<file path="src/logic/ssr_pkg.sv">
// Package of constants and types for the supply supervisor reset logic
package ssr_pkg;
  localparam int unsigned CLK_HZ          = 125000000;
  localparam int unsigned CLK_PERIOD_NS   = 8;
  // Time base tick period
  localparam int unsigned TICK_US         = 1;
  localparam int unsigned TICK_CYC        = (TICK_US * 1000) / CLK_PERIOD_NS;
  // Reset timeout, nominal
  localparam int unsigned RST_TIMEOUT_MS  = 200;
  localparam int unsigned RST_TIMEOUT_TK  = RST_TIMEOUT_MS * 1000 / TICK_US;
  // Power-down and sense response limits
  localparam int unsigned PD_DELAY_US     = 5;
  localparam int unsigned PD_DELAY_CYC    = (PD_DELAY_US * 1000) / CLK_PERIOD_NS;
  // Glitch width to reject, least time so round up
  localparam int unsigned GLITCH_NS       = 30;
  localparam int unsigned GLITCH_CYC      = (GLITCH_NS + CLK_PERIOD_NS - 1) / CLK_PERIOD_NS;
  // Internal write time, longest so round down
  localparam int unsigned WRITE_TIME_MS   = 5;
  localparam int unsigned WRITE_TIME_TK   = WRITE_TIME_MS * 1000 / TICK_US;
  // Watchdog interval
  localparam int unsigned WDOG_MS         = 1600;
  localparam int unsigned WDOG_TK         = WDOG_MS * 1000 / TICK_US;
  localparam int unsigned TMR_W           = 21;
  localparam logic [TMR_W-1:0] TMR_ZERO   = 21'h0;

  typedef enum logic [1:0] {ST_HOLD, ST_TIMEOUT, ST_RUN} ssr_state_t;
endpackage : ssr_pkg

</file>
<file path="src/logic/ssr_tick_gen.sv">
// Free-running time-base tick generator
`timescale 1ns/1ps
module ssr_tick_gen #(
  parameter int unsigned DIV = 125
) (
  input  wire logic i_clk,  // Clock
  input  wire logic i_rst,  // Sync reset
  output logic      o_tick  // One-cycle tick
);
  localparam int unsigned W = (DIV > 1) ? $clog2(DIV) : 1;
  localparam logic [W-1:0] LAST = W'(DIV - 1);
  logic [W-1:0] cnt_q;
  wire          wrap = (cnt_q == LAST);

  always_ff @(posedge i_clk) begin
    if (i_rst) begin
      cnt_q  <= '0;
      o_tick <= 1'b0;
    end else begin
      cnt_q  <= wrap ? '0 : cnt_q + 1'b1;
      o_tick <= wrap;
    end
  end
endmodule : ssr_tick_gen

</file>
<file path="src/logic/ssr_supervisor.sv">
// Supply supervisor: reset timing, manual reset, watchdog, aux low, write lockout
// Operation
// Hold reset, then release after 200 ms
// Supply drop asserts reset within 5 us
// Ignore supply dips up to 30 ns
// Falling edge on reset pin restarts timeout; pin falls are masked while reset is driven, so only a fall in run starts one
// External reset gives at least 200 ms
// Aux low output follows sense within 5 us
// Write cycle blocks bus up to 5 ms
// Host waits 270 ms before memory access
// Reset aborts access, lets write finish
// Watchdog resets after 1.6 s idle
// Watchdog held cleared during reset
// Both reset pins from one state
// Timeouts count a free-running tick
`timescale 1ns/1ps
module ssr_supervisor
  import ssr_pkg::*;
#(
  parameter int unsigned RST_TK   = ssr_pkg::RST_TIMEOUT_TK,  // Reset timeout ticks
  parameter int unsigned WR_TK    = ssr_pkg::WRITE_TIME_TK,   // Write cycle ticks
  parameter int unsigned WD_TK    = ssr_pkg::WDOG_TK,         // Watchdog ticks
  parameter int unsigned TICK_DIV = ssr_pkg::TICK_CYC,        // Clocks per tick
  parameter bit          WDOG_EN  = 1'b1                      // Watchdog variant
) (
  input  wire logic I_CLK,          // 125 MHz clock
  input  wire logic I_RST,          // Sync reset, active high
  input  wire logic I_SUPPLY_OK,    // Supply above threshold
  input  wire logic I_SENSE_LOW,    // Aux sense below 1.25 V
  input  wire logic I_RST_N_PIN,    // Level seen on reset pin
  input  wire logic I_WDOG_KICK,    // Watchdog kick input
  input  wire logic I_WR_STOP,      // Valid stop ending a write
  output logic      O_RST_N_OE,     // Drive active-low reset pin low
  output logic      O_RST_OE,       // Drive active-high reset pin high
  output logic      O_AUX_LOW_OE,   // Drive aux low output low
  output logic      O_MEM_BLOCK,    // Memory bus disabled
  output logic      O_MEM_ABORT,    // Abort transaction in progress
  output logic      O_WR_BUSY       // Internal write running
);
  import ssr_pkg::*;

  localparam int unsigned GW = (GLITCH_CYC > 1) ? $clog2(GLITCH_CYC + 1) : 1;
  localparam logic [GW-1:0]    GLITCH_LIM = GW'(GLITCH_CYC);
  localparam logic [TMR_W-1:0] RST_LAST   = TMR_W'(RST_TK - 1);
  localparam logic [TMR_W-1:0] WR_LAST    = TMR_W'(WR_TK - 1);
  localparam logic [TMR_W-1:0] WD_LAST    = TMR_W'(WD_TK - 1);

  function automatic logic [TMR_W-1:0] tmr_step(input logic [TMR_W-1:0] v, input logic t);
    tmr_step = t ? TMR_W'(v + 1'b1) : v;
  endfunction : tmr_step

  ssr_state_t       state_q, state_d;
  logic [GW-1:0]    low_cnt_q;
  logic             sup_bad_q;
  logic             pin_q;
  logic             kick_q;
  logic [TMR_W-1:0] rst_tmr_q, wr_tmr_q, wd_tmr_q;
  logic             wr_busy_q;
  logic             tick;

  ssr_tick_gen #(.DIV(TICK_DIV)) u_tick (
    .i_clk  (I_CLK),
    .i_rst  (I_RST),
    .o_tick (tick)
  );

  // Supply low must persist past the glitch width before it counts
  wire sup_low    = !I_SUPPLY_OK;
  wire glitch_out = (low_cnt_q == GLITCH_LIM);
  wire pin_fall   = pin_q && !I_RST_N_PIN && !O_RST_N_OE;
  wire kick_edge  = (I_WDOG_KICK != kick_q);
  wire wd_expire  = WDOG_EN && tick && (wd_tmr_q == WD_LAST) && (state_q == ST_RUN);
  wire rst_done   = tick && (rst_tmr_q == RST_LAST);
  wire in_reset   = (state_d != ST_RUN);
  wire wr_start   = I_WR_STOP && !wr_busy_q && !in_reset;
  wire wr_done    = wr_busy_q && tick && (wr_tmr_q == WR_LAST);

  always_comb begin
    state_d = state_q;
    case (state_q)
      ST_HOLD:    if (!sup_bad_q) state_d = ST_TIMEOUT;
      ST_TIMEOUT: if (rst_done) state_d = ST_RUN;
      ST_RUN:     if (pin_fall || wd_expire) state_d = ST_TIMEOUT;
      default:    state_d = ST_HOLD;
    endcase
    if (state_q == ST_TIMEOUT && pin_fall) state_d = ST_TIMEOUT;
    if (sup_bad_q) state_d = ST_HOLD;
  end

  always_ff @(posedge I_CLK) begin
    if (I_RST) begin
      low_cnt_q <= '0;
      sup_bad_q <= 1'b1;
    end else begin
      low_cnt_q <= !sup_low ? '0 : (glitch_out ? low_cnt_q : low_cnt_q + 1'b1);
      sup_bad_q <= sup_low && (glitch_out || sup_bad_q);
    end
  end

  always_ff @(posedge I_CLK) begin
    if (I_RST) begin
      state_q   <= ST_HOLD;
      pin_q     <= 1'b1;
      kick_q    <= 1'b0;
      rst_tmr_q <= TMR_ZERO;
    end else begin
      state_q   <= state_d;
      pin_q     <= I_RST_N_PIN;
      kick_q    <= I_WDOG_KICK;
      // Timer held clear outside timeout, so it restarts on entry; pin falls are masked while reset is driven
      if (state_q != ST_TIMEOUT || pin_fall) rst_tmr_q <= TMR_ZERO;
      else rst_tmr_q <= tmr_step(rst_tmr_q, tick);
    end
  end

  // Watchdog counts only while out of reset
  always_ff @(posedge I_CLK) begin
    if (I_RST || in_reset || kick_edge) wd_tmr_q <= TMR_ZERO;
    else wd_tmr_q <= tmr_step(wd_tmr_q, tick);
  end

  // A write under way runs to completion even if reset arrives
  always_ff @(posedge I_CLK) begin
    if (I_RST) begin
      wr_busy_q <= 1'b0;
      wr_tmr_q  <= TMR_ZERO;
    end else begin
      if (wr_start) wr_busy_q <= 1'b1;
      else if (wr_done) wr_busy_q <= 1'b0;
      wr_tmr_q <= wr_busy_q ? tmr_step(wr_tmr_q, tick) : TMR_ZERO;
    end
  end

  always_ff @(posedge I_CLK) begin
    if (I_RST) begin
      O_RST_N_OE   <= 1'b1;
      O_RST_OE     <= 1'b1;
      O_AUX_LOW_OE <= 1'b0;
      O_MEM_BLOCK  <= 1'b1;
      O_MEM_ABORT  <= 1'b1;
      O_WR_BUSY    <= 1'b0;
    end else begin
      O_RST_N_OE   <= in_reset;
      O_RST_OE     <= in_reset;
      O_AUX_LOW_OE <= I_SENSE_LOW;
      O_MEM_BLOCK  <= in_reset || wr_busy_q || wr_start;
      O_MEM_ABORT  <= in_reset;
      O_WR_BUSY    <= wr_busy_q || wr_start;
    end
  end

  property p_glitch_reject;
    @(posedge I_CLK) disable iff (I_RST)
      (state_q == ST_RUN && I_SUPPLY_OK) ##1 (!I_SUPPLY_OK [*3]) ##1 I_SUPPLY_OK
        |-> ##1 (!sup_bad_q && (state_q != ST_HOLD));
  endproperty
  a_glitch_reject: assert property (p_glitch_reject) else $error("Short dip caused reset");

  property p_pd_delay;
    @(posedge I_CLK) disable iff (I_RST)
      (!I_SUPPLY_OK [*8]) |-> ##[0:2] O_RST_N_OE;
  endproperty
  a_pd_delay: assert property (p_pd_delay) else $error("Reset late after supply drop");

  property p_both_pins;
    @(posedge I_CLK) disable iff (I_RST) O_RST_N_OE == O_RST_OE;
  endproperty
  a_both_pins: assert property (p_both_pins) else $error("Reset pins disagree");

  property p_aux;
    @(posedge I_CLK) disable iff (I_RST) $rose(I_SENSE_LOW) |=> O_AUX_LOW_OE;
  endproperty
  a_aux: assert property (p_aux) else $error("Aux low output late");

  property p_manual;
    @(posedge I_CLK) disable iff (I_RST) (state_q == ST_RUN && pin_fall) |=> ##1 O_RST_N_OE;
  endproperty
  a_manual: assert property (p_manual) else $error("Manual reset missed");

  property p_wd_hold;
    @(posedge I_CLK) disable iff (I_RST) O_RST_N_OE |-> wd_tmr_q == TMR_ZERO;
  endproperty
  a_wd_hold: assert property (p_wd_hold) else $error("Watchdog ran during reset");

  property p_no_wr_in_rst;
    @(posedge I_CLK) disable iff (I_RST) (in_reset && !wr_busy_q) |=> !wr_busy_q;
  endproperty
  a_no_wr_in_rst: assert property (p_no_wr_in_rst) else $error("Write began in reset");

  property p_wr_block;
    @(posedge I_CLK) disable iff (I_RST) wr_busy_q |=> O_MEM_BLOCK && O_WR_BUSY;
  endproperty
  a_wr_block: assert property (p_wr_block) else $error("Bus open during write");

  property p_release;
    @(posedge I_CLK) disable iff (I_RST) (state_q == ST_TIMEOUT && rst_done && !sup_bad_q
      && !pin_fall) |=> !O_RST_N_OE;
  endproperty
  a_release: assert property (p_release) else $error("Reset not released");

  c_release: cover property (@(posedge I_CLK) $fell(O_RST_N_OE));
  c_manual:  cover property (@(posedge I_CLK) state_q == ST_RUN && pin_fall);
  c_wdog:    cover property (@(posedge I_CLK) wd_expire);
  c_write:   cover property (@(posedge I_CLK) wr_done);
  c_pdown:   cover property (@(posedge I_CLK) state_q == ST_RUN && sup_bad_q);

  // Abort must track the reset pins, or a host could slip in at release
  property p_abort;
    @(posedge I_CLK) disable iff (I_RST) O_MEM_ABORT == O_RST_N_OE;
  endproperty
  a_abort: assert property (p_abort) else $error("Abort out of step with reset");

  property p_wd_fire;
    @(posedge I_CLK) disable iff (I_RST) wd_expire |=> O_RST_N_OE;
  endproperty
  a_wd_fire: assert property (p_wd_fire) else $error("Watchdog expiry missed");

  property p_kick_clear;
    @(posedge I_CLK) disable iff (I_RST) kick_edge |=> wd_tmr_q == TMR_ZERO;
  endproperty
  a_kick_clear: assert property (p_kick_clear) else $error("Kick left watchdog running");
endmodule : ssr_supervisor

</file>
<file path="config.mk">
export PLATFORM = sky130hd
export DESIGN_NAME = ssr_supervisor
export DESIGN_NICKNAME = d
export VERILOG_FILES = /design/src/logic/ssr_pkg.sv /design/src/logic/ssr_tick_gen.sv /design/src/logic/ssr_supervisor.sv
export SDC_FILE = /design/constraint.sdc
export NUM_CORES = 1
export LEC_CHECK = 0
export ABC_CLOCK_PERIOD_IN_PS = 3900
export BUFFER_PORTS_ARGS = -buffer_cell sky130_fd_sc_hd__clkbuf_2
export CAP_MARGIN = 30
export CORE_MARGIN = 2
export CORE_UTILIZATION = 45
export CTS_CLUSTER_SIZE = 12
export DETAILED_ROUTE_END_ITERATION = 8
export PLACE_DENSITY = 0.73
export SYNTH_ARGS = -nofsm -noshare
export SYNTH_HDL_FRONTEND = slang
export SYNTH_HIERARCHICAL = 1
export SYNTH_SLANG_ARGS = --single-unit
</file>
<file path="constraint.sdc">
create_clock -name I_CLK -period 3.9 [get_ports I_CLK]
set_input_delay 0 -clock I_CLK [delete_from_list [all_inputs] [get_ports I_CLK]]
set_output_delay 0 -clock I_CLK [all_outputs]
set_load 0.01 [all_outputs]
</file>
# Yosys cells after proc, flatten, opt, wreduce, memory -nomap -nowiden
# Cells that the tools add are included.
# word_totals
reg_bits,84
elab_cells,68
# classes
eq_ne,10
n_bitwise,1
muxes,7
addsub,5
reduce_logical,30
# op_table
op,count
adder 21 x 1 -> 21 bit (second input constant),3
== test 21 x 13 -> 1 bit (second input constant),1
== test 21 x 18 -> 1 bit (second input constant),1
== test 21 bit (second input constant),1
logical AND 1 bit,11
logical OR 1 bit,8
two-way mux 2 bit,4
OR reduction 2 bit,4
adder 7 x 1 -> 7 bit (second input constant),1
== test 7 bit (second input constant),1
one-hot mux 2 bit (3 select lines),1
zero test 1 bit,5
adder 3 x 1 -> 3 bit (second input constant),1
== test 3 bit (second input constant),1
== test 2 x 1 -> 1 bit (second input constant),1
== test 2 bit (second input constant),1
zero test 2 bit,1
two-way mux 1 bit,2
inequality test 2 x 1 -> 1 bit (second input constant),1
inequality test 2 bit (second input constant),1
nonzero test 2 bit,1
inequality test 1 bit,1
inverter 1 bit,1

# Depth between registers and ports, before layout
# Gate-level depths: netlist of run 1.
# depth
ltp_word,12
mapped_depth,8
ltp_nobuf,6

# By module
# Netlist of run 1, hierarchy kept.
# modules_own_cells
module,area_each_um2,seq_area_each_um2,cells_each,n_inst
ssr_supervisor,3345.7,1521.5,381,1
ssr_tick_gen,332.8,160.2,36,1

# Worst setup path before layout of run 1
# Ideal clock, no wire load.
# synth_path
path_type,flip-flop to flip-flop
from,register rst_tmr_q[14]
to,register O_MEM_BLOCK
n_path_buf,0
required_ns,3.766
setup_ns,0.134
stages_incl_launch_ff,6
arrival_ns,1.774
synth_period_minus_slack_ns,1.908
setup_slack_ns,1.992
path_cell_list,dfxtp_1 or4b_1 nor4_2 and4_1 nor2_1 or4_1
# synth_via
elab_chain_len,10
word_cells_on_any_way,11
cone_classes,eq/ne: 2; mux: 4; reduce/logical: 5
# synth_lines
item,line_no,source
start: declaration,ssr_supervisor.sv:57,"logic [TMR_W-1:0] rst_tmr_q, wr_tmr_q, wd_tmr_q;"
start signal: assignment,ssr_supervisor.sv:112,"else rst_tmr_q <= tmr_step(rst_tmr_q, tick);"
== test 21 x 18 -> 1 bit (*),ssr_supervisor.sv:73,wire rst_done = tick && (rst_tmr_q == RST_LAST);
logical AND 1 bit (*),ssr_supervisor.sv:73,
two-way mux 2 bit (*),ssr_supervisor.sv:82,ST_TIMEOUT: if (rst_done) state_d = ST_RUN;
one-hot mux 2 bit (3 select lines) (*),ssr_supervisor.sv:80,case (state_q)
two-way mux 2 bit (*),ssr_supervisor.sv:86,if (state_q == ST_TIMEOUT && pin_fall) state_d = ST_TIMEOUT;
two-way mux 2 bit (*),ssr_supervisor.sv:87,if (sup_bad_q) state_d = ST_HOLD;
inequality test 2 bit (*),ssr_supervisor.sv:74,wire in_reset = (state_d != ST_RUN);
zero test 1 bit,ssr_supervisor.sv:75,wire wr_start = I_WR_STOP && !wr_busy_q && !in_reset;
logical AND 1 bit,ssr_supervisor.sv:75,
logical OR 1 bit (*),ssr_supervisor.sv:146,O_MEM_BLOCK <= in_reset || wr_busy_q || wr_start;
end signal: assignment,ssr_supervisor.sv:146,
end: declaration,ssr_supervisor.sv:36,"output logic O_MEM_BLOCK,"
# Mark *: on every way between the ends. The rest lies on a longest branch, timed or not.
# A chain may end at the register's enable or synchronous reset.

# Worst setup path in the final report of run 1
# layout_path
from,register u_tick.o_tick
to,register O_MEM_BLOCK
# layout_via
elab_chain_len,11
word_cells_on_any_way,14
cone_classes,eq/ne: 1; mux: 5; reduce/logical: 8
# layout_lines
item,line_no,source
start: declaration,ssr_tick_gen.sv:8,output logic o_tick
start signal: assignment,ssr_tick_gen.sv:21,o_tick <= wrap;
logical AND 1 bit (2 in series),ssr_supervisor.sv:72,wire wd_expire = WDOG_EN && tick && (wd_tmr_q == WD_LAST) && (state_q == ST_RUN);
logical OR 1 bit,ssr_supervisor.sv:83,ST_RUN: if (pin_fall || wd_expire) state_d = ST_TIMEOUT;
two-way mux 2 bit,ssr_supervisor.sv:83,
one-hot mux 2 bit (3 select lines) (*),ssr_supervisor.sv:80,
two-way mux 2 bit (*),ssr_supervisor.sv:86,
two-way mux 2 bit (*),ssr_supervisor.sv:87,
inequality test 2 bit (*),ssr_supervisor.sv:74,
zero test 1 bit,ssr_supervisor.sv:75,
logical AND 1 bit,ssr_supervisor.sv:75,
logical OR 1 bit (*),ssr_supervisor.sv:146,
# Marked as above.

==> impl_table.tex, run 1 <==
\begin{tabular}{lr}
\hline
Metric & Value \\
\hline
\multicolumn{2}{l}{\textbf{Power}} \\
Switching power total & slightly above 0.3 mW \\
Pwr Density & 374 mW/mm2 \\
Relative contribution of combinational cells to total power & 2.2\% \\
Clock share of power & 40.4\% \\
Worst ir drop on vdd & 0.000169 V \\
Switch share & 20.5\% \\
Leakage & 1.30 nW \\
Register share of total power & 57.4\% \\
Overall power of the completed layout & 1.51 mW \\
Internal power & $\sim$1.2 mW \\
\multicolumn{2}{l}{\textbf{Finish}} \\
Area growth syn-to-layout & 10.0\% \\
Count of antenna diodes in the layout & 0 \\
Most common library cell in the layout ignoring fill and taps & dfxtp\_1 \\
Nets & around 450 \\
Most frequent cells in the layout & dfxtp\_1 (84), nor2\_1 (77), xnor2\_1 (35) \\
Share of layout cells above drive strength 1 & 7.60\% \\
Fin util & 51.8\% \\
\# fillers & 731 \\
\multicolumn{2}{l}{\textbf{Floorplanning}} \\
Die Area & 0.00891 mm2 \\
I/O pin count & 13 \\
Y dimension of the die & 94.4 um \\
Count of standard-cell rows & 32 \\
Starting Density & 47.1\% \\
Floorplan Core Area & between 0.007 and 0.008 mm2 \\
Die outline width & 94.4 um \\
\multicolumn{2}{l}{\textbf{Synthesis}} \\
Count of different cell masters after synthesis & 41 \\
Average size of a mapped cell & 8.82 um2 \\
Cell taking the most area after synthesis & dfxtp\_1 \\
Synthesized Nets & approximately 430 \\
Part of the Yosys area used for sequential elements & 45.7\% \\
Cell count after synthesis & 417 \\
Area fraction of the dominant cell type after synthesis & approximately 46\% \\
Post-Synthesis Cell Area & 0.00368 mm2 \\
Largest cells by area after synthesis & dfxtp\_1 (46\%), xnor2\_1 (8.3\%), nor2\_1 (7.9\%) \\
Number of warnings reported in the yosys synthesis log & 6 \\
Yosys reg bits & 84 \\
\multicolumn{2}{l}{\textbf{STA}} \\
Worst slew margin & between 30\% and 40\% \\
Final cycle utilization of the critical path & 61.3\% \\
Unrepaired setup endpoints after global routing & no \\
Final setup violating endpoints & 0 \\
Slew Limit Fails & 0 \\
Final Worst Setup Slack & around 1.5 ns \\
Clock skew & 0.0102 ns \\
Achievable Freq & about 0.42 GHz \\
Total Neg Setup Slack & 0 ns \\
Final period demand of the worst path & 2.39 ns \\
Fin. Hold Viols & 0 \\
Slew @ Worst Pin & 0.929 ns \\
\multicolumn{2}{l}{\textbf{Setup path}} \\
Number of buffers and inverters on the critical path & 0 \\
Startpoint types & flop \\
Largest driver fanout on the critical path & 17 \\
Arrival time of data at the critical path endpoint & 2.61 ns \\
Required time of the critical path & $\sim$4 ns \\
Stage delay of the slowest cell on the critical path & 0.75 ns \\
Critical path, cell by cell & nand4\_1 > nor4\_1 > a211o\_1 > nor2\_1 > or4\_1 \\
Critical Path Sink Type & flop \\
Register-to-register path setup slack & between 1.5 and 2 ns \\
Cell family with most CP delay & simple AND/OR/NAND/NOR gates \\
Slowest CP cell & dfxtp\_1 \\
Classification of the worst setup path & reg -> reg \\
\multicolumn{2}{l}{\textbf{Placed design}} \\
Worst slack at placement & 1.52 ns \\
Global placer's final weighted congestion & about 0.74 \\
Half-perimeter wire length after placement & roughly 4.6 mm \\
Buffers on Ports & 12 \\
\multicolumn{2}{l}{\textbf{Clocking}} \\
Sink Count & between 80 and 90 \\
Number of CTS-inserted buffers & 9 \\
Largest buffer count on any clock path & 2 \\
Cell chosen for the clock root & clkbuf\_8 \\
H-tree Lvls & 3 \\
Total of cells resized after clock tree synthesis & 0 \\
Clock transition at the register clock pins on the worst setup and hold paths after CTS & 0.08 ns \\
CTS tree & yes \\
Clock latency on the worst-skew pair & $\sim$0.35 ns \\
\multicolumn{2}{l}{\textbf{GRT}} \\
Via count of the first global-routing pass & approximately 2600 \\
Largest net degree at the start of global routing & 24 \\
Remaining global-route overflow & 0 \\
First-pass GRT wire length & 11.5 mm \\
Total global routing track utilization & 16.0\% \\
Initial antenna violation count & 0 \\
\multicolumn{2}{l}{\textbf{Routing}} \\
DRC Markers & 0 \\
Total Wirelength & 6.60 mm \\
Iteration count of the initial detailed-routing pass & 4 \\
Iteration-0 DRC Markers & 91 \\
Routed length per placed instance & 12.3 um \\
Routed via count divided by cell count & $\sim$5.2 \\
Via Count & 2793 \\
Final ANT Viol Nets & 0 \\
\multicolumn{2}{l}{\textbf{Outcome}} \\
Outcome & completed \\
\multicolumn{2}{l}{\textbf{Hold path}} \\
Worst min-delay path class & in -> reg \\
\multicolumn{2}{l}{\textbf{Job}} \\
Max capacitance violation total & 0 \\
\hline
\end{tabular}
[Yosys cell counts]
library cell / n
nand2b_1: 1
o21ai_1: 1
or2_2: 1
nand3_1: 22
nand3b_1: 1
and2_1: 3
ha_1: 7
o32ai_1: 1
or3b_1: 1
nor4_2: 3
nand3_2: 1
buf_2: 3
a21oi_1: 9
buf_4: 2
clkbuf_1: 7
and4_1: 7
xnor2_1: 35
dfxtp_1: 84
nand4b_1: 2
a211o_1: 1
nor3_1: 15
nor4b_1: 2
inv_2: 1
nand4_1: 14
mux2i_1: 4
inv_1: 14
or3b_2: 1
xor2_1: 27
o21ai_0: 8
and3_1: 11
nor2_1: 77
or3_1: 4
nor4_1: 7
nor2b_1: 3
o21bai_1: 2
or4_1: 3
or4b_1: 3
a22oi_1: 1
buf_1: 3
nand2_1: 23
nor3b_1: 2
[per-layer routing]
metal	wire [um]	vias up	GRT usage, %
li1	-	1436	-
met1	3200	1304	20.0
met2	3100	46	26.4
met3	245	7	4.47
met4	61	0	5.80
met5	0	-	0
[state kept, by name (all words and copies together) (netlist names)]
name,count
rst_tmr_q,21
wd_tmr_q,21
wr_tmr_q,21
u_tick/cnt_q,7
low_cnt_q,3
state_q,2
O_AUX_LOW_OE,1
O_MEM_ABORT,1
O_MEM_BLOCK,1
O_WR_BUSY,1
kick_q,1
pin_q,1
sup_bad_q,1
u_tick/o_tick,1
wr_busy_q,1
[metrics by stage]
step                area [um2]  hold slack, ns  instances
detailed placement        3810           0.232        517
finish                    4050          0.0153        536
floorplan                 3680          0.0691        417
global route              4050          0.0360        536
global placement          3810           0.230        517
CTS                       4050          0.0117        536
[power groups by stage]
stage               logic, mW  registers (mW)  clock network (mW)
CTS                    0.0334           0.869               0.629
global route           0.0367           0.870               0.669
global placement       0.0283           0.889                   0
detailed placement     0.0290           0.890                   0
finish                 0.0332           0.870               0.611
floorplan              0.0195           0.889                   0
[what timing repair did]
| action | in CTS | in global routing |
|---|---|---|
| endpoints found under the setup margin | 0 | 0 |
| buffers inserted | 0 | 0 |
| hold buffers | 5 | 0 |
| endpoints found under the hold margin | 9 | 0 |
[cell families (layout without fill, tap and decap cells)]
kind of cell / after synthesis / after routing / synth area share (%)
AO/OA/AOI/OAI: 23 / 23 / 3.54
XOR/XNOR: 62 / 62 / 14.8
adder cells (fa/ha/maj): 7 / 7 / 2.38
buffers and inverters: 30 / 47 / 3.37
flip-flops: 84 / 84 / 45.7
multiplexers: 4 / 4 / 1.09
AND/OR/NAND/NOR: 207 / 207 / 29.2
[area by class of cell]
type	instances	area (um2)	share of cell area, %
clock inverters	2	35.0	0.866
repair buffers	18	118	2.91
inverters	15	56.3	1.39
well taps	102	128	3.15
flip-flops and latches	84	1680	41.6
multi-input cells	303	1870	46.3
clock buffers	12	155	3.83
[worst paths after layout]
| kind | start | endpoint | cells past startpoint |
|---|---|---|---|
| setup / recovery | u_tick/o_tick$_SDFF_PP0_ | O_MEM_BLOCK$_SDFF_PP1_ | 5 |
| hold / removal | I_RST | u_tick/cnt_q[6]$_SDFF_PP0_ | 2 |
| setup reg to reg | u_tick/o_tick$_SDFF_PP0_ | O_MEM_BLOCK$_SDFF_PP1_ | 5 |
| hold reg to reg | wr_busy_q$_SDFFE_PP0P_ | O_MEM_BLOCK$_SDFF_PP1_ | 1 |
Power figures use the tool's default switching activity.
==> inputs of run 2 (changes only) <==
--- a/config.mk
+++ b/config.mk
@@ -5,7 +5,8 @@
 export SDC_FILE = /design/constraint.sdc
 export NUM_CORES = 1
 export LEC_CHECK = 0
-export ABC_CLOCK_PERIOD_IN_PS = 3900
+export ABC_AREA = 1
+export ABC_CLOCK_PERIOD_IN_PS = 2300
 export BUFFER_PORTS_ARGS = -buffer_cell sky130_fd_sc_hd__clkbuf_2
 export CAP_MARGIN = 30
 export CORE_MARGIN = 2
==> constraint.sdc (replaced) <==
create_clock -name I_CLK -period 2.3 [get_ports I_CLK]
set_input_delay 0 -clock I_CLK [delete_from_list [all_inputs] [get_ports I_CLK]]
set_output_delay 0 -clock I_CLK [all_outputs]
set_load 0.01 [all_outputs]
==> run 2 against run 1 <==
Sequential share of layout area down 4.7 points. Synthesized cell count rose by 39%. Wire length increased by 25%. Worst hold slack better by 0.37 ns. Die area rose by 12%. Setup slack worse by 1.2 ns. Utilization down 1.7 points. Global-route usage up 1.5 points. Final cell count grew 34%. Sequential cell count stayed put. Sequential power up 69%.
==> impl_table.tex, run 2 <==
\begin{tabular}{lr}
\hline
Metric & Value \\
\hline
\multicolumn{2}{l}{\textbf{Clocking}} \\
CTS tree & yes (unchanged) \\
Clock transition at the register clock pins on the worst setup and hold paths after CTS & 0.09 ns (was 0.08 ns) \\
Cell chosen for the clock root & clkbuf\_8 (unchanged) \\
Sink Count & 84 (unchanged) \\
Number of CTS-inserted buffers & 9 (unchanged) \\
Clock latency on the worst-skew pair & 0.36 ns (was 0.35 ns) \\
Largest buffer count on any clock path & 2 (unchanged) \\
H-tree Lvls & 3 (unchanged) \\
Total of cells resized after clock tree synthesis & 0 (unchanged) \\
\multicolumn{2}{l}{\textbf{Floorplanning}} \\
Y dimension of the die & 100 um (was 94.4 um) \\
Starting Density & 45.6\% (was 47.1\%) \\
Floorplan Core Area & 0.00911 mm2 (was 0.00781 mm2) \\
Count of standard-cell rows & 35 (was 32) \\
Die Area & 0.0100 mm2 (was 0.00891 mm2) \\
I/O pin count & 13 (unchanged) \\
Die outline width & 100 um (was 94.4 um) \\
\multicolumn{2}{l}{\textbf{Power}} \\
Worst ir drop on vdd & 0.000289 V (was 0.000169 V) \\
Pwr Density & 545 mW/mm2 (was 374 mW/mm2) \\
Leakage & 1.80 nW (was 1.30 nW) \\
Overall power of the completed layout & 2.49 mW (was 1.51 mW) \\
\multicolumn{2}{l}{\textbf{Routing}} \\
Iteration count of the initial detailed-routing pass & 5 (was 4) \\
Via Count & 3569 (was 2793) \\
Routed length per placed instance & 11.5 um (was 12.3 um) \\
Iteration-0 DRC Markers & 139 (was 91) \\
Length of routed met2 wiring & 4.10 mm (was 3.10 mm) \\
Final ANT Viol Nets & 0 (unchanged) \\
Detailed-route wire length on metal 1 & 3.77 mm (was 3.20 mm) \\
Routed via count divided by cell count & 4.96 (was 5.21) \\
Highest routing layer actually used & met4 (unchanged) \\
Routed wire length on met3 & 245 um (unchanged) \\
DRC Markers & 0 (unchanged) \\
Total Wirelength & 8.24 mm (was 6.60 mm) \\
\multicolumn{2}{l}{\textbf{Synthesis}} \\
Count of different cell masters after synthesis & 34 (was 41) \\
Most numerous cell types in the synthesized netlist & nand2\_1 (107), nor2\_1 (89), dfxtp\_1 (84), inv\_1 (84), nand3\_1 (37) (was dfxtp\_1 (84), nor2\_1 (77), xnor2\_1 (35)) \\
Post-Synthesis Cell Area & 0.00416 mm2 (was 0.00368 mm2) \\
Cell taking the most area after synthesis & dfxtp\_1 (unchanged) \\
Synthesized Nets & 593 (was 431) \\
Average size of a mapped cell & 7.18 um2 (was 8.82 um2) \\
Cell count after synthesis & 579 (was 417) \\
Area fraction of the dominant cell type after synthesis & 40.5\% (was 45.7\%) \\
Number of warnings reported in the yosys synthesis log & 6 (unchanged) \\
Top\_reg\_cell synth & dfxtp\_1 (unchanged) \\
Part of the Yosys area used for sequential elements & 40.5\% (was 45.7\%) \\
Yosys reg bits & 84 (unchanged) \\
Async set or reset register ratio after synthesis & 0\% (unchanged) \\
Number of enable flip-flop cells after synthesis & 0 (unchanged) \\
Library cell with the highest instance count after synthesis & nand2\_1 (was dfxtp\_1) \\
Largest cells by area after synthesis & dfxtp\_1 (40\%), nand2\_1 (9.7\%), nor2\_1 (8.0\%) (was dfxtp\_1 (46\%), xnor2\_1 (8.3\%), nor2\_1 (7.9\%)) \\
\multicolumn{2}{l}{\textbf{Setup path}} \\
Largest driver fanout on the critical path & 21 (was 17) \\
Crit Reg-Reg Startpoint & u\_tick/o\_tick\$\_SDFF\_PP0\_ (unchanged) \\
Arrival time of data at the critical path endpoint & 2.23 ns (was 2.61 ns) \\
Register-to-register path setup slack & 0.34 ns (was 1.51 ns) \\
Startpoint types & flop (unchanged) \\
Number of cells on the worst reg-to-reg path & 8 (was 5) \\
Destination of the worst register-to-register timing path & wd\_tmr\_q[5]\$\_SDFFE\_PP0P\_ (was O\_MEM\_BLOCK\$\_SDFF\_PP1\_) \\
Required time of the critical path & 2.57 ns (was 4.12 ns) \\
Classification of the worst setup path & reg -> reg (unchanged) \\
Critical Path Sink Type & flop (unchanged) \\
\multicolumn{2}{l}{\textbf{STA}} \\
Final cycle utilization of the critical path & 85.2\% (was 61.3\%) \\
Fin. Hold Viols & 0 (unchanged) \\
Final period demand of the worst path & 1.96 ns (was 2.39 ns) \\
Total Neg Setup Slack & 0 ns (unchanged) \\
Achievable Freq & 0.511 GHz (was 0.418 GHz) \\
Clock skew & 0.0126 ns (was 0.0102 ns) \\
Slew @ Worst Pin & 0.493 ns (was 0.929 ns) \\
Slew Limit Fails & 0 (unchanged) \\
Final setup violating endpoints & 0 (unchanged) \\
Worst slew margin & 67.1\% (was 37.7\%) \\
Unrepaired setup endpoints after global routing & no (unchanged) \\
Final Worst Setup Slack & 0.341 ns (was 1.51 ns) \\
\multicolumn{2}{l}{\textbf{GRT}} \\
First-pass GRT wire length & 14.3 mm (was 11.5 mm) \\
Via count of the first global-routing pass & 3379 (was 2606) \\
Largest net degree at the start of global routing & 22 (was 24) \\
Initial antenna violation count & 0 (unchanged) \\
Total global routing track utilization & 17.5\% (was 16.0\%) \\
Remaining global-route overflow & 0 (unchanged) \\
\multicolumn{2}{l}{\textbf{Finish}} \\
Most frequent cells in the layout & nand2\_1 (107), nor2\_1 (89), dfxtp\_1 (84), inv\_1 (84), nand3\_1 (37) (was dfxtp\_1 (84), nor2\_1 (77), xnor2\_1 (35)) \\
Area growth syn-to-layout & 9.79\% (was 10.0\%) \\
Most common library cell in the layout ignoring fill and taps & nand2\_1 (was dfxtp\_1) \\
Biggest registers after layout & rst\_tmr\_q x21, wd\_tmr\_q x21, wr\_tmr\_q x21 (unchanged) \\
Share of layout cells above drive strength 1 & 11.3\% (was 7.60\%) \\
Final non-filler cell total & 719 (was 536) \\
Nets & 618 (was 445) \\
\# fillers & 877 (was 731) \\
Count of antenna diodes in the layout & 0 (unchanged) \\
Fin util & 50.1\% (was 51.8\%) \\
\multicolumn{2}{l}{\textbf{Placed design}} \\
Buffers on Ports & 12 (unchanged) \\
Worst slack at placement & 0.318 ns (was 1.52 ns) \\
Total instance count after detailed placement & 696 (was 517) \\
Global placer's final weighted congestion & 0.983 (was 0.737) \\
Half-perimeter wire length after placement & 6.04 mm (was 4.61 mm) \\
\multicolumn{2}{l}{\textbf{Outcome}} \\
Outcome & completed (unchanged) \\
\multicolumn{2}{l}{\textbf{Job}} \\
Max capacitance violation total & 0 (unchanged) \\
\multicolumn{2}{l}{\textbf{Hold path}} \\
Hold Crit Depth & 4 (was 2) \\
Worst Hold Endpoint & pin\_q\$\_SDFF\_PP1\_ (was u\_tick/cnt\_q[6]\$\_SDFF\_PP0\_) \\
Hold path startpoint & I\_RST\_N\_PIN (was I\_RST) \\
Worst min-delay path class & in -> reg (unchanged) \\
\hline
\end{tabular}
[run 2: worst max path at each step]
stage	startpoint	endpoint	slack, ns	cells past startpoint
after floorplan	rst_tmr_q[0]$_SDFFE_PP0P_	wd_tmr_q[18]$_SDFFE_PP0P_	0.88	10
after global placement	u_tick/o_tick$_SDFF_PP0_	wd_tmr_q[14]$_SDFFE_PP0P_	0.46	8
after detailed placement	u_tick/o_tick$_SDFF_PP0_	wd_tmr_q[10]$_SDFFE_PP0P_	0.32	8
after CTS	u_tick/o_tick$_SDFF_PP0_	wd_tmr_q[10]$_SDFFE_PP0P_	0.28	8
after global routing	u_tick/o_tick$_SDFF_PP0_	wd_tmr_q[10]$_SDFFE_PP0P_	0.14	8
final	u_tick/o_tick$_SDFF_PP0_	wd_tmr_q[5]$_SDFFE_PP0P_	0.34	8
[run 2: report_power, final]
group | internal [mW] | switching [mW]
registers | 1.46 | 0.00951
logic | 0.0281 | 0.0314
clock network | 0.393 | 0.559
total | 1.89 | 0.600
[run 2: kinds of logic (layout without fill, tap and decap cells)]
kind of cell | after synthesis | after routing | share of synthesized area, %
compound gates | 49 | 49 | 5.96
mux | 1 | 1 | 0.241
simple gates | 311 | 311 | 35.5
flops | 84 | 84 | 40.5
xor+xnor | 29 | 29 | 6.11
buf+inv | 98 | 127 | 9.64
fa+ha+maj | 7 | 7 | 2.11
[run 2: repair_timing]
item	4_1_cts	5_1_grt
hold endpoints to repair	11	0
hold buffers	8	0
setup buffers	0	0
setup endpoints to repair	0	0
[run 2: per-layer routing]
metal  up-vias  GRT usage, %
met5         -             0
met4         0          5.69
met3        12          3.55
met2        48          31.5
met1      1647          20.7
li1       1862             -
[run 2: through the flow]
stage / area [um2] / hold slack, ns
3_5_place_dp: 4310 / 0.205
4_1_cts: 4560 / 0.368
5_1_grt: 4560 / 0.382
2_1_floorplan: 4160 / 0.0712
3_3_place_gp: 4310 / 0.193
6_report: 4560 / 0.381
[run 2: cell type report]
cell class | instances | area, um2 | share of cell area [%]
Clock buffer | 9 | 124 | 2.72
Clock inverter | 6 | 47.5 | 1.04
Inverter | 89 | 334 | 7.32
Multi-Input combinational cell | 397 | 2070 | 45.4
Sequential cell | 84 | 1680 | 36.9
Tap cell | 111 | 139 | 3.04
Timing Repair Buffer | 23 | 163 | 3.57
[run 2: worst max-delay path, cell delays in order, from the launching register on]
cell	delay [ns]
dfxtp_1	0.56
inv_2	0.18
nor2_1	0.13
nand3_1	0.08
nor2_1	0.12
nand2_1	0.08
nand3_2	0.11
nand3_2	0.39
nor2_1	0.22
==> inputs of run 3 (changes only) <==
--- a/config.mk
+++ b/config.mk
@@ -14,6 +14,7 @@
 export CTS_CLUSTER_SIZE = 12
 export DETAILED_ROUTE_END_ITERATION = 8
 export PLACE_DENSITY = 0.73
+export RECOVER_POWER = 25
 export SYNTH_ARGS = -nofsm -noshare
 export SYNTH_HDL_FRONTEND = slang
 export SYNTH_HIERARCHICAL = 1
==> run 3 against run 2 <==
Clock skew is essentially flat. Combinational power down 3%. Global-route usage stayed put. Critical endpoint unchanged. First-iteration DRC count stayed put. Highest routed layer unchanged. Critical path depth unchanged.
==> impl_table.tex, run 3 (synthesized netlist as in run 2, its figures left out) <==
\begin{tabular}{lr}
\hline
Metric & Value \\
\hline
\multicolumn{2}{l}{\textbf{Outcome}} \\
Outcome & completed (unchanged) \\
\multicolumn{2}{l}{\textbf{Finish}} \\
Area growth syn-to-layout & 9.33\% (was 9.79\%) \\
\# fillers & 887 (was 877) \\
Share of layout cells above drive strength 1 & 9.87\% (was 11.3\%) \\
Most frequent cells in the layout & nand2\_1 (109), nor2\_1 (89), dfxtp\_1 (84), inv\_1 (84), nand3\_1 (37) (was nand2\_1 (107), nor2\_1 (89), dfxtp\_1 (84), inv\_1 (84), nand3\_1 (37)) \\
Area taken by flip-flops and latches & 0.00168 mm2 (unchanged) \\
Fin util & 49.9\% (was 50.1\%) \\
Most common library cell in the layout ignoring fill and taps & nand2\_1 (unchanged) \\
Multi-input combinational cell area & 0.00206 mm2 (was 0.00207 mm2) \\
Biggest registers after layout & rst\_tmr\_q x21, wd\_tmr\_q x21, wr\_tmr\_q x21 (unchanged) \\
Nets & 618 (unchanged) \\
Count of antenna diodes in the layout & 0 (unchanged) \\
\multicolumn{2}{l}{\textbf{STA}} \\
Final setup violating endpoints & 0 (unchanged) \\
Slew Limit Fails & 0 (unchanged) \\
Achievable Freq & 0.510 GHz (was 0.511 GHz) \\
Unrepaired setup endpoints after global routing & no (unchanged) \\
Final period demand of the worst path & 1.96 ns (about the same) \\
Final cycle utilization of the critical path & 85.2\% (about the same) \\
Total Neg Setup Slack & 0 ns (unchanged) \\
Clock skew & 0.0124 ns (was 0.0126 ns) \\
Fin. Hold Viols & 0 (unchanged) \\
Worst slew margin & 67.1\% (about the same) \\
Hold WS & 0.381 ns (about the same) \\
Slew @ Worst Pin & 0.493 ns (about the same) \\
\multicolumn{2}{l}{\textbf{Clocking}} \\
Number of CTS-inserted buffers & 9 (unchanged) \\
CTS tree & yes (unchanged) \\
Total of cells resized after clock tree synthesis & 0 (unchanged) \\
Total of hold buffers inserted after clock tree synthesis & 8 (unchanged) \\
Post-CTS Setup Repair Bufs & 0 (unchanged) \\
H-tree Lvls & 3 (unchanged) \\
Largest buffer count on any clock path & 2 (unchanged) \\
Sink Count & 84 (unchanged) \\
Clock latency on the worst-skew pair & 0.36 ns (about the same) \\
Cell chosen for the clock root & clkbuf\_8 (unchanged) \\
Clock transition at the register clock pins on the worst setup and hold paths after CTS & 0.09 ns (about the same) \\
\multicolumn{2}{l}{\textbf{Setup path}} \\
Crit Reg-Reg Startpoint & u\_tick/o\_tick\$\_SDFF\_PP0\_ (unchanged) \\
Arrival time of data at the critical path endpoint & 2.23 ns (about the same) \\
Classification of the worst setup path & reg -> reg (unchanged) \\
Destination of the worst register-to-register timing path & wd\_tmr\_q[5]\$\_SDFFE\_PP0P\_ (unchanged) \\
Required time of the critical path & 2.57 ns (about the same) \\
Critical Path Sink Type & flop (unchanged) \\
Register-to-register path setup slack & 0.34 ns (about the same) \\
Startpoint types & flop (unchanged) \\
Number of cells on the worst reg-to-reg path & 8 (unchanged) \\
Largest driver fanout on the critical path & 21 (unchanged) \\
\multicolumn{2}{l}{\textbf{Job}} \\
Max capacitance violation total & 0 (unchanged) \\
\multicolumn{2}{l}{\textbf{Hold path}} \\
Worst Hold Endpoint & pin\_q\$\_SDFF\_PP1\_ (unchanged) \\
Worst min-delay path class & in -> reg (unchanged) \\
Hold path startpoint & I\_RST\_N\_PIN (unchanged) \\
Hold Crit Depth & 4 (unchanged) \\
\multicolumn{2}{l}{\textbf{GRT}} \\
Total global routing track utilization & 17.5\% (unchanged) \\
Remaining global-route overflow & 0 (unchanged) \\
Initial antenna violation count & 0 (unchanged) \\
Largest net degree at the start of global routing & 22 (unchanged) \\
Via count of the first global-routing pass & 3379 (unchanged) \\
First-pass GRT wire length & 14.3 mm (unchanged) \\
\multicolumn{2}{l}{\textbf{Power}} \\
Overall power of the completed layout & 2.48 mW (was 2.49 mW) \\
Leakage & 1.78 nW (was 1.80 nW) \\
Worst ir drop on vdd & 0.000288 V (was 0.000289 V) \\
Pwr Density & 546 mW/mm2 (was 545 mW/mm2) \\
\multicolumn{2}{l}{\textbf{Floorplanning}} \\
Count of standard-cell rows & 35 (unchanged) \\
Y dimension of the die & 100 um (unchanged) \\
I/O pin count & 13 (unchanged) \\
Die outline width & 100 um (unchanged) \\
Starting Density & 45.6\% (unchanged) \\
Floorplan Core Area & 0.00911 mm2 (unchanged) \\
Die Area & 0.0100 mm2 (unchanged) \\
\multicolumn{2}{l}{\textbf{Placed design}} \\
Global placer's final weighted congestion & 0.983 (unchanged) \\
Half-perimeter wire length after placement & 6.04 mm (unchanged) \\
Buffers on Ports & 12 (unchanged) \\
\multicolumn{2}{l}{\textbf{Routing}} \\
Final ANT Viol Nets & 0 (unchanged) \\
DRC Markers & 0 (unchanged) \\
Routed length per placed instance & 11.4 um (was 11.5 um) \\
Iteration-0 DRC Markers & 139 (unchanged) \\
Routed via count divided by cell count & 4.97 (was 4.96) \\
Via Count & 3573 (was 3569) \\
Iteration count of the initial detailed-routing pass & 4 (was 5) \\
Total Wirelength & 8.23 mm (was 8.24 mm) \\
\hline
\end{tabular}
run 3: routing by layer:
metal,share of wire (%),GRT usage (%)
met4,1.4,5.69
met2,50,31.5
met1,46,20.7
met5,0,0
met3,2.8,3.55
run 3: worst max-delay path by stage:
stage,start,to,slack (ns)
2_1_floorplan,rst_tmr_q[0]$_SDFFE_PP0P_,wd_tmr_q[18]$_SDFFE_PP0P_,0.88
3_5_place_dp,u_tick/o_tick$_SDFF_PP0_,wd_tmr_q[10]$_SDFFE_PP0P_,0.32
3_3_place_gp,u_tick/o_tick$_SDFF_PP0_,wd_tmr_q[14]$_SDFFE_PP0P_,0.46
4_1_cts,u_tick/o_tick$_SDFF_PP0_,wd_tmr_q[10]$_SDFFE_PP0P_,0.28
5_1_grt,u_tick/o_tick$_SDFF_PP0_,wd_tmr_q[10]$_SDFFE_PP0P_,0.14
6_report,u_tick/o_tick$_SDFF_PP0_,wd_tmr_q[5]$_SDFFE_PP0P_,0.34
run 3: report_power, final:
part	internal, mW	switching, mW	total, mW
logic	0.0270	0.0307	0.0577
clock network	0.393	0.558	0.951
registers	1.46	0.00945	1.47
total	1.88	0.598	2.48
run 3: per-stage QoR:
step | instances | instance area [um2] | setup slack, ns
finish | 719 | 4540 | 0.341
global route | 719 | 4540 | 0.144
floorplan | 579 | 4160 | 0.881
detailed placement | 696 | 4310 | 0.318
global placement | 696 | 4310 | 0.465
CTS | 719 | 4560 | 0.281
run 3: area by class of cell:
type | count | area share [%]
clock buffers | 9 | 2.73
clock inverters | 6 | 1.05
inverters | 89 | 7.35
multi-input cells | 397 | 45.4
flip-flops and latches | 84 | 37.0
well taps | 111 | 3.06
repair buffers | 23 | 3.39
run 3: worst max-delay path, stage by stage (launching register included):
cell	delay, ns
dfxtp_1	0.56
inv_2	0.18
nor2_1	0.12
nand3_1	0.08
nor2_1	0.12
nand2_1	0.08
nand3_2	0.11
nand3_2	0.39
nor2_1	0.22
